<file path="src/logic/pmsamp_pkg.sv">
// constants, register map and types of the performance monitor
// Notes on behaviour
// - two general counters, three fixed counters; identity reports monitoring version 3
// - every counter is 40 bits; width shown in identity bits 23:16
// - each general counter counts the event code and unit mask of its own select
// - any-thread qualifier bit 21 is stored but never used
// - two off-core response filters qualify event B7H with unit mask 01H or 02H
// - latency mode: counter 0 counts requests, counter 1 adds outstanding cycles
// - only general counter 0 may raise sampling records
// - record holds state after the instruction following the eventing one
// - every record field is 64 bits at consecutive 8-byte offsets
// - flags 00H, pointer 08H, registers 10H-88H, overflow status 90H, eventing pointer B0H, rest reserved
package pmsamp_pkg;
  // ==========================================================
  // widths
  localparam int CTR_W = 40;
  localparam int DATA_W = 64;
  localparam int ADDR_W = 8;
  localparam int NUM_GPR = 16;
  // ==========================================================
  // register offsets
  localparam logic [7:0] ADDR_EVTSEL0 = 8'h00;
  localparam logic [7:0] ADDR_EVTSEL1 = 8'h01;
  localparam logic [7:0] ADDR_GPC0 = 8'h02;
  localparam logic [7:0] ADDR_GPC1 = 8'h03;
  localparam logic [7:0] ADDR_FIX0 = 8'h04;
  localparam logic [7:0] ADDR_FIX1 = 8'h05;
  localparam logic [7:0] ADDR_FIX2 = 8'h06;
  localparam logic [7:0] ADDR_FIXCTRL = 8'h07;
  localparam logic [7:0] ADDR_GCTRL = 8'h08;
  localparam logic [7:0] ADDR_GSTATUS = 8'h09;
  localparam logic [7:0] ADDR_IMASK = 8'h0a;
  localparam logic [7:0] ADDR_OFFRSP0 = 8'h0b;
  localparam logic [7:0] ADDR_OFFRSP1 = 8'h0c;
  localparam logic [7:0] ADDR_SAMPEN = 8'h0d;
  localparam logic [7:0] ADDR_SAVEAREA = 8'h0e;
  localparam logic [7:0] ADDR_IDENT = 8'h0f;
  // ==========================================================
  // event select fields
  localparam int SEL_CODE_LSB = 0;
  localparam int SEL_UMASK_LSB = 8;
  localparam int SEL_ANYTHR_BIT = 21;
  localparam int SEL_EN_BIT = 22;
  localparam logic [7:0] UMASK_ALL = 8'h00;
  localparam int FIXCTRL_STRIDE = 4;
  // ==========================================================
  // identity fields
  localparam logic [7:0] ID_VERSION = 8'h03;
  localparam logic [7:0] ID_NUM_GP = 8'h02;
  localparam logic [7:0] ID_WIDTH = 8'h28;
  localparam logic [7:0] ID_NUM_FIX = 8'h03;
  localparam int ID_NUM_GP_LSB = 8;
  localparam int ID_WIDTH_LSB = 16;
  localparam int ID_NUM_FIX_LSB = 32;
  // ==========================================================
  // off-core response filter
  localparam logic [7:0] OFFCORE_CODE = 8'hb7;
  localparam logic [7:0] UMASK_RSP0 = 8'h01;
  localparam logic [7:0] UMASK_RSP1 = 8'h02;
  localparam int RSP_REQ_W = 16;
  localparam int RSP_ANY_BIT = 16;
  localparam int RSP_SUP_LSB = 17;
  localparam int RSP_SUP_W = 14;
  localparam int RSP_SNP_LSB = 31;
  localparam int RSP_SNP_W = 7;
  localparam int RSP_LAT_BIT = 38;
  localparam int OUTST_W = 8;
  // ==========================================================
  // sampling-capable event codes
  localparam logic [7:0] EVT_RET_BRANCH = 8'hc4;
  localparam logic [7:0] EVT_MISP_BRANCH = 8'hc5;
  localparam logic [7:0] EVT_MEM_UOPS = 8'h04;
  localparam logic [7:0] EVT_REHABILITATION_QUEUE_EVENT = 8'h03;
  // ==========================================================
  // status bits and record layout
  localparam int ST_GP_LSB = 0;
  localparam int ST_FIX_LSB = 32;
  localparam int ST_REC_BIT = 62;
  localparam int SAMPEN_BIT = 0;
  localparam logic [DATA_W-1:0] FIELD_BYTES = 64'h8;
  localparam int REC_FIELDS = 24;
  localparam logic [4:0] IDX_FLAGS = 5'h00;
  localparam logic [4:0] IDX_IP = 5'h01;
  localparam logic [4:0] IDX_GPR0 = 5'h02;
  localparam logic [4:0] IDX_STATUS = 5'h12;
  localparam logic [4:0] IDX_EVIP = 5'h16;
  localparam logic [4:0] IDX_LAST = 5'h17;
  localparam logic [DATA_W-1:0] REC_BYTES = 64'hc0;
  // ==========================================================
  // sampling sequencer states
  typedef enum logic [3:0] {
    SAMP_IDLE = 4'b0001,
    SAMP_ARMED = 4'b0010,
    SAMP_LAUNCH = 4'b0100,
    SAMP_WRITE = 4'b1000
  } pmsamp_state_t;
endpackage

</file>
<file path="src/logic/pmsamp_rec_if.sv">
// carrier between the sampling sequencer and the record writer
`timescale 1ns/1ns
interface pmsamp_rec_if;
  import pmsamp_pkg::*;
  logic start;
  logic busy;
  logic [DATA_W-1:0] flags;
  logic [DATA_W-1:0] ip;
  logic [NUM_GPR-1:0][DATA_W-1:0] gpr;
  logic [DATA_W-1:0] status;
  logic [DATA_W-1:0] evIp;
  logic [DATA_W-1:0] base;
  modport src (output start, flags, ip, gpr, status, evIp, base, input busy);
  modport sink (input start, flags, ip, gpr, status, evIp, base, output busy);
endinterface

</file>
<file path="src/logic/pmsamp_rec_writer.sv">
// writes one sampling record as 64-bit stores
`timescale 1ns/1ns
module pmsamp_rec_writer (
  // clock and reset
  input wire logic clk,
  input wire logic nrst,
  // record contents
  pmsamp_rec_if.sink rec,
  // memory store port
  output logic memWrValid,
  output logic [pmsamp_pkg::DATA_W-1:0] memWrAddr,
  output logic [pmsamp_pkg::DATA_W-1:0] memWrData,
  input wire logic memWrReady
);
  import pmsamp_pkg::*;

  logic activeReg;
  logic [4:0] idxReg;
  logic [DATA_W-1:0] addrReg;
  logic [DATA_W-1:0] dataReg;

  // field layout: flags, pointer, 16 registers, status, reserved, eventing pointer
  function automatic logic [DATA_W-1:0] fieldData(input logic [4:0] idx);
    logic [DATA_W-1:0] d;
    d = '0;
    if (idx == IDX_FLAGS) begin
      d = rec.flags;
    end else if (idx == IDX_IP) begin
      d = rec.ip;
    end else if (idx >= IDX_GPR0 && idx < IDX_STATUS) begin
      d = rec.gpr[4'(idx - IDX_GPR0)];
    end else if (idx == IDX_STATUS) begin
      d = rec.status;
    end else if (idx == IDX_EVIP) begin
      d = rec.evIp;
    end
    return d;
  endfunction

  // ==========================================================
  // store sequencing; a stalled store holds address and data
  always_ff @(posedge clk or negedge nrst) begin
    if (!nrst) begin
      activeReg <= 1'b0;
      idxReg <= '0;
      addrReg <= '0;
      dataReg <= '0;
    end else if (!activeReg) begin
      if (rec.start) begin
        activeReg <= 1'b1;
        idxReg <= IDX_FLAGS;
        addrReg <= rec.base;
        dataReg <= fieldData(IDX_FLAGS);
      end
    end else if (memWrReady) begin
      if (idxReg == IDX_LAST) begin
        activeReg <= 1'b0;
      end else begin
        idxReg <= idxReg + 5'h01;
        addrReg <= addrReg + FIELD_BYTES;
        dataReg <= fieldData(idxReg + 5'h01);
      end
    end
  end

  assign rec.busy = activeReg;
  assign memWrValid = activeReg;
  assign memWrAddr = addrReg;
  assign memWrData = dataReg;
endmodule

</file>
<file path="src/logic/pmsamp_unit.sv">
// performance monitor counters with precise sampling records
`timescale 1ns/1ns
module pmsamp_unit (
  // clock and reset
  input wire logic clk,
  input wire logic nrst,
  // register port
  input wire logic [pmsamp_pkg::ADDR_W-1:0] regAddr,
  input wire logic [pmsamp_pkg::DATA_W-1:0] regWdata,
  input wire logic regWr,
  input wire logic regRd,
  output logic [pmsamp_pkg::DATA_W-1:0] regRdata,
  // general event stream, one event per cycle
  input wire logic evValid,
  input wire logic [7:0] evCode,
  input wire logic [7:0] evUmask,
  // fixed event pulses
  input wire logic instRetired,
  input wire logic coreCycle,
  input wire logic refTick,
  // off-core responses
  input wire logic offValid,
  input wire logic [pmsamp_pkg::RSP_REQ_W-1:0] offReqType,
  input wire logic [pmsamp_pkg::RSP_SUP_W-1:0] offSupplier,
  input wire logic [pmsamp_pkg::RSP_SNP_W-1:0] offSnoop,
  input wire logic [pmsamp_pkg::OUTST_W-1:0] offOutstanding,
  // retirement state
  input wire logic retValid,
  input wire logic [pmsamp_pkg::DATA_W-1:0] retIp,
  input wire logic [pmsamp_pkg::DATA_W-1:0] retFlags,
  input wire logic [pmsamp_pkg::NUM_GPR-1:0][pmsamp_pkg::DATA_W-1:0] retGpr,
  // record store port
  output logic memWrValid,
  output logic [pmsamp_pkg::DATA_W-1:0] memWrAddr,
  output logic [pmsamp_pkg::DATA_W-1:0] memWrData,
  input wire logic memWrReady,
  // interrupt
  output logic irq
);
  import pmsamp_pkg::*;

  // ==========================================================
  // declarations
  logic [DATA_W-1:0] evtSel_reg [2];
  logic [CTR_W-1:0] gpCnt_reg [2];
  logic [CTR_W-1:0] fixCnt_reg [3];
  logic [DATA_W-1:0] fixCtrl_reg;
  logic [DATA_W-1:0] gCtrl_reg;
  logic [DATA_W-1:0] status_reg;
  logic [DATA_W-1:0] mask_reg;
  logic [DATA_W-1:0] offRsp_reg [2];
  logic [DATA_W-1:0] sampEn_reg;
  logic [DATA_W-1:0] recPtr_reg;
  logic [DATA_W-1:0] rdata_reg;
  logic [DATA_W-1:0] rdata_next;
  pmsamp_state_t state_reg;
  pmsamp_state_t state_next;
  logic [DATA_W-1:0] evIp_reg;
  logic [DATA_W-1:0] snapFlags_reg;
  logic [DATA_W-1:0] snapIp_reg;
  logic [NUM_GPR-1:0][DATA_W-1:0] snapGpr_reg;
  logic [DATA_W-1:0] snapStatus_reg;
  logic [CTR_W-1:0] gpInc [2];
  logic [1:0] gpOvf;
  logic [2:0] fixOvf;
  logic [2:0] fixEv;
  logic latMode;
  logic sampCapable;
  logic recDone;
  logic busyDly_reg;
  logic [DATA_W-1:0] ident;
  pmsamp_rec_if recBus ();

  // ==========================================================
  // helpers
  // plain event match on code and unit mask; zero unit mask takes any sub-event
  function automatic logic selMatch(input logic [DATA_W-1:0] sel);
    logic [7:0] um;
    um = sel[SEL_UMASK_LSB +: 8];
    // the any-thread bit is never looked at: single-thread core
    return evValid && sel[SEL_CODE_LSB +: 8] == evCode &&
      (um == UMASK_ALL || (um & evUmask) != UMASK_ALL);
  endfunction

  // off-core filter: a request bit must match, then any or supplier and snoop
  function automatic logic rspMatch(input logic [DATA_W-1:0] rsp);
    logic reqHit;
    logic supHit;
    logic snpHit;
    reqHit = (rsp[RSP_REQ_W-1:0] & offReqType) != '0;
    supHit = (rsp[RSP_SUP_LSB +: RSP_SUP_W] & offSupplier) != '0;
    snpHit = (rsp[RSP_SNP_LSB +: RSP_SNP_W] & offSnoop) != '0;
    return offValid && reqHit && (rsp[RSP_ANY_BIT] || (supHit && snpHit));
  endfunction

  // counting qualifier for one general counter, plain or off-core
  function automatic logic gpHit(input logic [DATA_W-1:0] sel);
    logic hit;
    hit = 1'b0;
    if (sel[SEL_CODE_LSB +: 8] == OFFCORE_CODE) begin
      if (sel[SEL_UMASK_LSB +: 8] == UMASK_RSP0) begin
        hit = rspMatch(offRsp_reg[0]);
      end else if (sel[SEL_UMASK_LSB +: 8] == UMASK_RSP1) begin
        hit = rspMatch(offRsp_reg[1]);
      end
    end else begin
      hit = selMatch(sel);
    end
    return hit;
  endfunction

  // 40-bit add with carry out as the overflow
  function automatic logic [CTR_W:0] addCnt(input logic [CTR_W-1:0] a,
                                            input logic [CTR_W-1:0] b);
    return {1'b0, a} + {1'b0, b};
  endfunction

  // ==========================================================
  // increments of the general counters
  assign latMode = offRsp_reg[0][RSP_LAT_BIT] &&
    evtSel_reg[1][SEL_CODE_LSB +: 8] == OFFCORE_CODE;
  always_comb begin
    for (int i = 0; i < 2; i++) begin
      gpInc[i] = '0;
      if (evtSel_reg[i][SEL_EN_BIT] && gCtrl_reg[ST_GP_LSB + i] && gpHit(evtSel_reg[i])) begin
        gpInc[i] = CTR_W'(1);
      end
    end
    // latency mode: counter 1 sums outstanding requests every cycle
    if (latMode && evtSel_reg[1][SEL_EN_BIT] && gCtrl_reg[ST_GP_LSB + 1]) begin
      gpInc[1] = CTR_W'(offOutstanding);
    end
  end
  assign fixEv = {refTick, coreCycle, instRetired};

  // ==========================================================
  // general counters; a software write wins over a same-cycle count
  always_ff @(posedge clk or negedge nrst) begin
    if (!nrst) begin
      gpCnt_reg[0] <= '0;
      gpCnt_reg[1] <= '0;
      gpOvf <= '0;
    end else begin
      for (int i = 0; i < 2; i++) begin
        if (regWr && regAddr == ADDR_GPC0 + 8'(i)) begin
          gpCnt_reg[i] <= regWdata[CTR_W-1:0];
          gpOvf[i] <= 1'b0;
        end else begin
          {gpOvf[i], gpCnt_reg[i]} <= addCnt(gpCnt_reg[i], gpInc[i]);
        end
      end
    end
  end

  // ==========================================================
  // fixed counters, each with its own enable nibble
  always_ff @(posedge clk or negedge nrst) begin
    if (!nrst) begin
      for (int i = 0; i < 3; i++) begin
        fixCnt_reg[i] <= '0;
      end
      fixOvf <= '0;
    end else begin
      for (int i = 0; i < 3; i++) begin
        if (regWr && regAddr == ADDR_FIX0 + 8'(i)) begin
          fixCnt_reg[i] <= regWdata[CTR_W-1:0];
          fixOvf[i] <= 1'b0;
        end else begin
          {fixOvf[i], fixCnt_reg[i]} <= addCnt(fixCnt_reg[i],
            CTR_W'(fixEv[i] && fixCtrl_reg[i*FIXCTRL_STRIDE] && gCtrl_reg[ST_FIX_LSB + i]));
        end
      end
    end
  end

  // ==========================================================
  // configuration registers
  always_ff @(posedge clk or negedge nrst) begin
    if (!nrst) begin
      evtSel_reg[0] <= '0;
      evtSel_reg[1] <= '0;
      offRsp_reg[0] <= '0;
      offRsp_reg[1] <= '0;
      fixCtrl_reg <= '0;
      gCtrl_reg <= '0;
      mask_reg <= '0;
      sampEn_reg <= '0;
    end else if (regWr) begin
      unique case (regAddr)
        ADDR_EVTSEL0: evtSel_reg[0] <= regWdata;
        ADDR_EVTSEL1: evtSel_reg[1] <= regWdata;
        ADDR_OFFRSP0: offRsp_reg[0] <= regWdata;
        ADDR_OFFRSP1: offRsp_reg[1] <= regWdata;
        ADDR_FIXCTRL: fixCtrl_reg <= regWdata;
        ADDR_GCTRL: gCtrl_reg <= regWdata;
        ADDR_IMASK: mask_reg <= regWdata;
        ADDR_SAMPEN: sampEn_reg <= regWdata;
        default: ;
      endcase
    end
  end

  // ==========================================================
  // overflow status: read clears, but a new overflow in that cycle survives
  assign recDone = busyDly_reg && !recBus.busy;
  always_ff @(posedge clk or negedge nrst) begin
    if (!nrst) begin
      status_reg <= '0;
      busyDly_reg <= 1'b0;
    end else begin
      busyDly_reg <= recBus.busy;
      status_reg <= (regRd && regAddr == ADDR_GSTATUS ? '0 : status_reg) |
        (DATA_W'(gpOvf) << ST_GP_LSB) | (DATA_W'(fixOvf) << ST_FIX_LSB) |
        (DATA_W'(recDone) << ST_REC_BIT);
    end
  end
  assign irq = (status_reg & mask_reg) != '0;

  // ==========================================================
  // sampling sequencer, counter 0 only; overflows during a write are dropped
  assign sampCapable = evtSel_reg[0][SEL_CODE_LSB +: 8] inside
    {EVT_RET_BRANCH, EVT_MISP_BRANCH, EVT_MEM_UOPS, EVT_REHABILITATION_QUEUE_EVENT};
  always_comb begin
    state_next = state_reg;
    unique case (state_reg)
      SAMP_IDLE: begin
        if (gpOvf[0] && sampEn_reg[SAMPEN_BIT] && sampCapable) begin
          state_next = SAMP_ARMED;
        end
      end
      SAMP_ARMED: begin
        if (retValid) begin
          state_next = SAMP_LAUNCH;
        end
      end
      SAMP_LAUNCH: state_next = SAMP_WRITE;
      SAMP_WRITE: begin
        if (!recBus.busy) begin
          state_next = SAMP_IDLE;
        end
      end
      default: state_next = SAMP_IDLE;
    endcase
  end
  always_ff @(posedge clk or negedge nrst) begin
    if (!nrst) begin
      state_reg <= SAMP_IDLE;
    end else begin
      state_reg <= state_next;
    end
  end

  // ==========================================================
  // snapshot of state; the overflow is seen a cycle after its retirement
  always_ff @(posedge clk or negedge nrst) begin
    if (!nrst) begin
      evIp_reg <= '0;
      snapFlags_reg <= '0;
      snapIp_reg <= '0;
      snapGpr_reg <= '0;
      snapStatus_reg <= '0;
    end else begin
      if (retValid && state_reg == SAMP_IDLE) begin
        evIp_reg <= retIp;
      end
      if (retValid && state_reg == SAMP_ARMED) begin
        snapFlags_reg <= retFlags;
        snapIp_reg <= retIp;
        snapGpr_reg <= retGpr;
        snapStatus_reg <= status_reg;
      end
    end
  end

  // ==========================================================
  // record pointer: loaded by software, stepped one record after each write
  always_ff @(posedge clk or negedge nrst) begin
    if (!nrst) begin
      recPtr_reg <= '0;
    end else if (regWr && regAddr == ADDR_SAVEAREA) begin
      recPtr_reg <= regWdata;
    end else if (recDone) begin
      recPtr_reg <= recPtr_reg + REC_BYTES;
    end
  end

  // ==========================================================
  // record writer hookup
  assign recBus.start = state_reg == SAMP_LAUNCH;
  assign recBus.flags = snapFlags_reg;
  assign recBus.ip = snapIp_reg;
  assign recBus.gpr = snapGpr_reg;
  assign recBus.status = snapStatus_reg;
  assign recBus.evIp = evIp_reg;
  assign recBus.base = recPtr_reg;

  pmsamp_rec_writer writer (
    .clk(clk),
    .nrst(nrst),
    .rec(recBus),
    .memWrValid(memWrValid),
    .memWrAddr(memWrAddr),
    .memWrData(memWrData),
    .memWrReady(memWrReady)
  );

  // ==========================================================
  // read mux; counters are live, so reads near events can be off by a few
  assign ident = (DATA_W'(ID_VERSION)) | (DATA_W'(ID_NUM_GP) << ID_NUM_GP_LSB) |
    (DATA_W'(ID_WIDTH) << ID_WIDTH_LSB) | (DATA_W'(ID_NUM_FIX) << ID_NUM_FIX_LSB);
  always_comb begin
    rdata_next = '0;
    if (regRd) begin
      unique case (regAddr)
        ADDR_EVTSEL0: rdata_next = evtSel_reg[0];
        ADDR_EVTSEL1: rdata_next = evtSel_reg[1];
        ADDR_GPC0: rdata_next = DATA_W'(gpCnt_reg[0]);
        ADDR_GPC1: rdata_next = DATA_W'(gpCnt_reg[1]);
        ADDR_FIX0: rdata_next = DATA_W'(fixCnt_reg[0]);
        ADDR_FIX1: rdata_next = DATA_W'(fixCnt_reg[1]);
        ADDR_FIX2: rdata_next = DATA_W'(fixCnt_reg[2]);
        ADDR_FIXCTRL: rdata_next = fixCtrl_reg;
        ADDR_GCTRL: rdata_next = gCtrl_reg;
        ADDR_GSTATUS: rdata_next = status_reg;
        ADDR_IMASK: rdata_next = mask_reg;
        ADDR_OFFRSP0: rdata_next = offRsp_reg[0];
        ADDR_OFFRSP1: rdata_next = offRsp_reg[1];
        ADDR_SAMPEN: rdata_next = sampEn_reg;
        ADDR_SAVEAREA: rdata_next = recPtr_reg;
        ADDR_IDENT: rdata_next = ident;
        default: rdata_next = '0;
      endcase
    end
  end
  always_ff @(posedge clk or negedge nrst) begin
    if (!nrst) begin
      rdata_reg <= '0;
    end else begin
      rdata_reg <= rdata_next;
    end
  end
  assign regRdata = rdata_reg;
endmodule

</file>
<file path="config.mk">
export PLATFORM = sky130hd
export DESIGN_NAME = pmsamp_unit
export DESIGN_NICKNAME = d
export VERILOG_FILES = /design/src/logic/pmsamp_pkg.sv /design/src/logic/pmsamp_rec_if.sv /design/src/logic/pmsamp_rec_writer.sv /design/src/logic/pmsamp_unit.sv
export SDC_FILE = /design/constraint.sdc
export NUM_CORES = 2
export LEC_CHECK = 0
export BUFFER_PORTS_ARGS = -buffer_cell sky130_fd_sc_hd__buf_2
export CAP_MARGIN = 5
export CORE_AREA = 2 2 575 577
export DETAILED_ROUTE_END_ITERATION = 16
export DIE_AREA = 0 0 577 579
export PLACE_DENSITY_LB_ADDON = 0.12
export SYNTH_ARGS = -nofsm -noshare
export SYNTH_HDL_FRONTEND = slang
export SYNTH_SLANG_ARGS = --single-unit
</file>
<file path="constraint.sdc">
create_clock -name clk -period 4.4 [get_ports clk]
set_input_delay 0.88 -clock clk [delete_from_list [all_inputs] [get_ports clk]]
set_output_delay 0.88 -clock clk [all_outputs]
set_load 0.02 [all_outputs]
</file>
==> impl_metrics.csv <==
group,metric,value,unit
critical_path,crit_start,"offRsp_reg[27]",
min_path,hp-class,"in2reg",
critical_path,worst-setup-path-type,"reg2reg",
place,dpl_cell_area,0.116,mm²
global_routing,grt_pass1_wl,648000,µm
synthesis,ys_seq_area_share,54.6,%
global_routing,grt_overflow,0,
cells_and_area,instances_no_fill,13900,
die,start_util,30.8,%
critical_path,arrival,4930,ps
global_routing,antenna_found_initial,474,
synthesis,synth-async-reset-ratio,100,%
critical_path,reg2reg_from,"offRsp_reg[27]",
cells_and_area,stdcell_area,0.126,mm²
cells_and_area,final-seq-area,0.0554,mm²
place,routabilityCongestion,0.904,
detailed_routing,routed_wl,477000,µm
synthesis,postSynthAreaPerCell,13.4,µm²
die,dieHeight,579,µm
min_path,hold_start,"retGpr[229]",
place,io_buffer_count,1489,
die,ios,1490,
cells_and_area,largest_reg_flops,1024,
global_routing,groute.usage.overall,27.9,%
timing,final-setup-viol-count,0,
die,die_area,0.334,mm²
clock_network,ctsLongestPathBuffers,4,
cells_and_area,nets,10400,
synthesis,synth-edff-count,0,
global_routing,grt_pass1_vias,76400,
outcome,run_status,"complete, no violations",
synthesis,syn-cell-area,0.101,mm²
cells_and_area,layout_commonest_cell,"dfrtp_1",
synthesis,ys_ff_latch,2212,
timing,finClkSkew,50.9,ps
clock_network,cts_buffers,276,
clock_network,root_buffer,"clkbuf_16",
global_routing,grt_max_degree,120,
min_path,whs_path_depth,2,
timing,slew_headroom,29.6,%
die,std_cell_rows,211,
critical_path,cp_max_fo,7,
cells_and_area,final_cell_mix,"2208 x dfrtp_1, 1690 x mux2_2, 1488 x buf_2",
synthesis,yosys_warnings,0,
clock_network,cts.sinks,2212,
power_and_ir_drop,p_per_area,475,mW/mm²
detailed_routing,first_iter_violations,6701,
power_and_ir_drop,peakVddDrop,597,µV
detailed_routing,drc,0,
critical_path,crit_required,5130,ps
critical_path,worst_setup_path_end_kind,"flip-flop",
timing,worstMarginPinSlew,1050,ps
timing,finalHoldViolations,0,
critical_path,r2r_cells,20,
clock_network,insertion_delay,920,ps
detailed_routing,vias,76100,
timing,final_max_slew_viol_count,0,
place,dp_hpwl,362000,µm
timing,fmax,238,MHz
cells_and_area,drive_above_1_share,46.5,%
detailed_routing,detail_route.first_pass.iterations,8,
place,dp.cells,13200,
detailed_routing,avgRoutedWirePerCell,34.3,µm
cells_and_area,syn2layout_area_growth,24.1,%
timing,period_share,95.4,%
timing,min_period,4200,ps
clock_network,htreeDepth,5,
clock_network,cts_tree,"yes",
cells_and_area,fillCellCount,32000,
die,die_x,577,µm
synthesis,synth.net_count,8877,
synthesis,yosys.cell_types.count,82,
die,core,0.329,mm²
critical_path,cp-start-kind,"flip-flop",
detailed_routing,ant_nets,0,
synthesis,synth_flop_cell,"dfrtp_1",
clock_network,clk_pin_slew,60,ps
detailed_routing,vias_per_cell,5.47,
cells_and_area,multiInputGateArea,0.0440,mm²
synthesis,post_synth_inst_count,7556,
cells_and_area,final_core_util,38.3,%
power_and_ir_drop,leakagePower,0.0593,µW
job,cap_violations,0,
==> cells in the mapped netlist, types with 22 or more instances <==
cell type / n / area (µm²)
o22ai_1: 118 / 738
dfrtp_1: 2211 / 55300
a21oi_1: 181 / 906
mux4_2: 320 / 7210
a221oi_1: 142 / 1240
buf_1: 26 / 97.6
mux2_2: 1690 / 19000
nand3_1: 130 / 651
mux2i_1: 22 / 220
nor3_1: 44 / 220
nand4_1: 71 / 444
o21ai_0: 298 / 1490
and3_1: 86 / 538
a31oi_1: 74 / 463
and4_1: 26 / 228
xnor2_1: 156 / 1370
clkbuf_1: 421 / 1580
a222oi_1: 30 / 300
a22o_1: 109 / 955
a221o_1: 58 / 581
inv_1: 33 / 124
a22oi_1: 139 / 1040
ha_1: 24 / 300
buf_2: 93 / 465
nand2_1: 453 / 1700
mux2_1: 60 / 676
xor2_1: 111 / 972
nor2_1: 235 / 882
==> layout make-up <==
class	count	share of cell area, %
sequential	2212	44.0
multi-input combinational	4760	35.0
timing repair buffer	1802	8.77
clock buffer	396	6.41
tap	4366	4.34
clock inverter	86	0.877
antenna	244	0.486
inverter	33	0.0985
==> worst paths after layout <==
kind / end / slack, ps
min in group asynchronous: mask_reg[20] / 600
max in group asynchronous: recBus.gpr[16] / 2420
setup / recovery: gpCnt_reg[12] / 200
hold / removal: recBus.gpr[229] / 190
hold reg to reg: status_reg[33] / 440
setup reg to reg: gpCnt_reg[12] / 200
==> repair_timing <==
| item | CTS | global route |
|---|---|---|
| buffers inserted | 0 | 1 |
| setup endpoints to repair | 42 | 24 |
| resized for setup | 3 | 11 |
| cloned | 0 | 0 |
| endpoints found under the hold margin | 13 | 0 |
| pin swaps | 0 | 4 |
| hold buffers | 1 | 0 |
==> metal layers <==
| layer | wire [µm] | GRT usage (%) | vias up |
|---|---|---|---|
| met4 | 23400 | 11.9 | 186 |
| met5 | 1150 | 0 | - |
| met3 | 34500 | 7.22 | 1136 |
| met1 | 185000 | 33.6 | 40000 |
| met2 | 233000 | 47.1 | 3045 |
| li1 | - | - | 31700 |
==> power by group <==
part	switching, µW	leakage, µW	internal (µW)
Sequential	1330	0.0302	21300
Combinational	8760	0.0246	4940
Clock	9550	0.00453	13800
Total	19600	0.0593	40100
==> through the flow <==
stage	hold slack (ps)	worst slack [ps]	TNS, ps	power [µW]
after global placement	416	-916	-37290	37000
after floorplan	404	11.9	0	30200
after CTS	110	2.49	0	60600
after detailed placement	431	-862	-36470	37100
final	188	204	0	59800
after global routing	151	-43.7	-108	62100
==> critical path, stage by stage (launching register included) <==
cell,delay (ps)
dfrtp_1,410
a22o_1,220
a221oi_1,390
a31oi_4,260
buf_4,200
o221a_2,280
a22oi_2,130
o31ai_1,90
o2bb2ai_1,150
ha_1,200
inv_1,70
fa_1,190
nor2b_1,60
o2111ai_1,170
nand3_1,160
buf_4,170
o41a_1,310
buf_4,170
and3_1,180
xnor2_1,130
a21oi_1,80
==> kinds of logic (layout without fill, tap and decap cells) <==
| family | Yosys count | in the layout | share of synthesized area [%] |
|---|---|---|---|
| AOI/OAI and AO/OA | 1215 | 1215 | 8.18 |
| xor gates and xnor gates | 268 | 268 | 2.32 |
| adders and majority gates | 25 | 25 | 0.316 |
| buffers and inverters | 584 | 2317 | 2.32 |
| DFF | 2212 | 2212 | 54.6 |
| muxes | 2092 | 2092 | 26.8 |
| other | 0 | 244 | 0 |
| and+or+nand+nor | 1160 | 1160 | 5.44 |
Power figures use the tool's default switching activity.
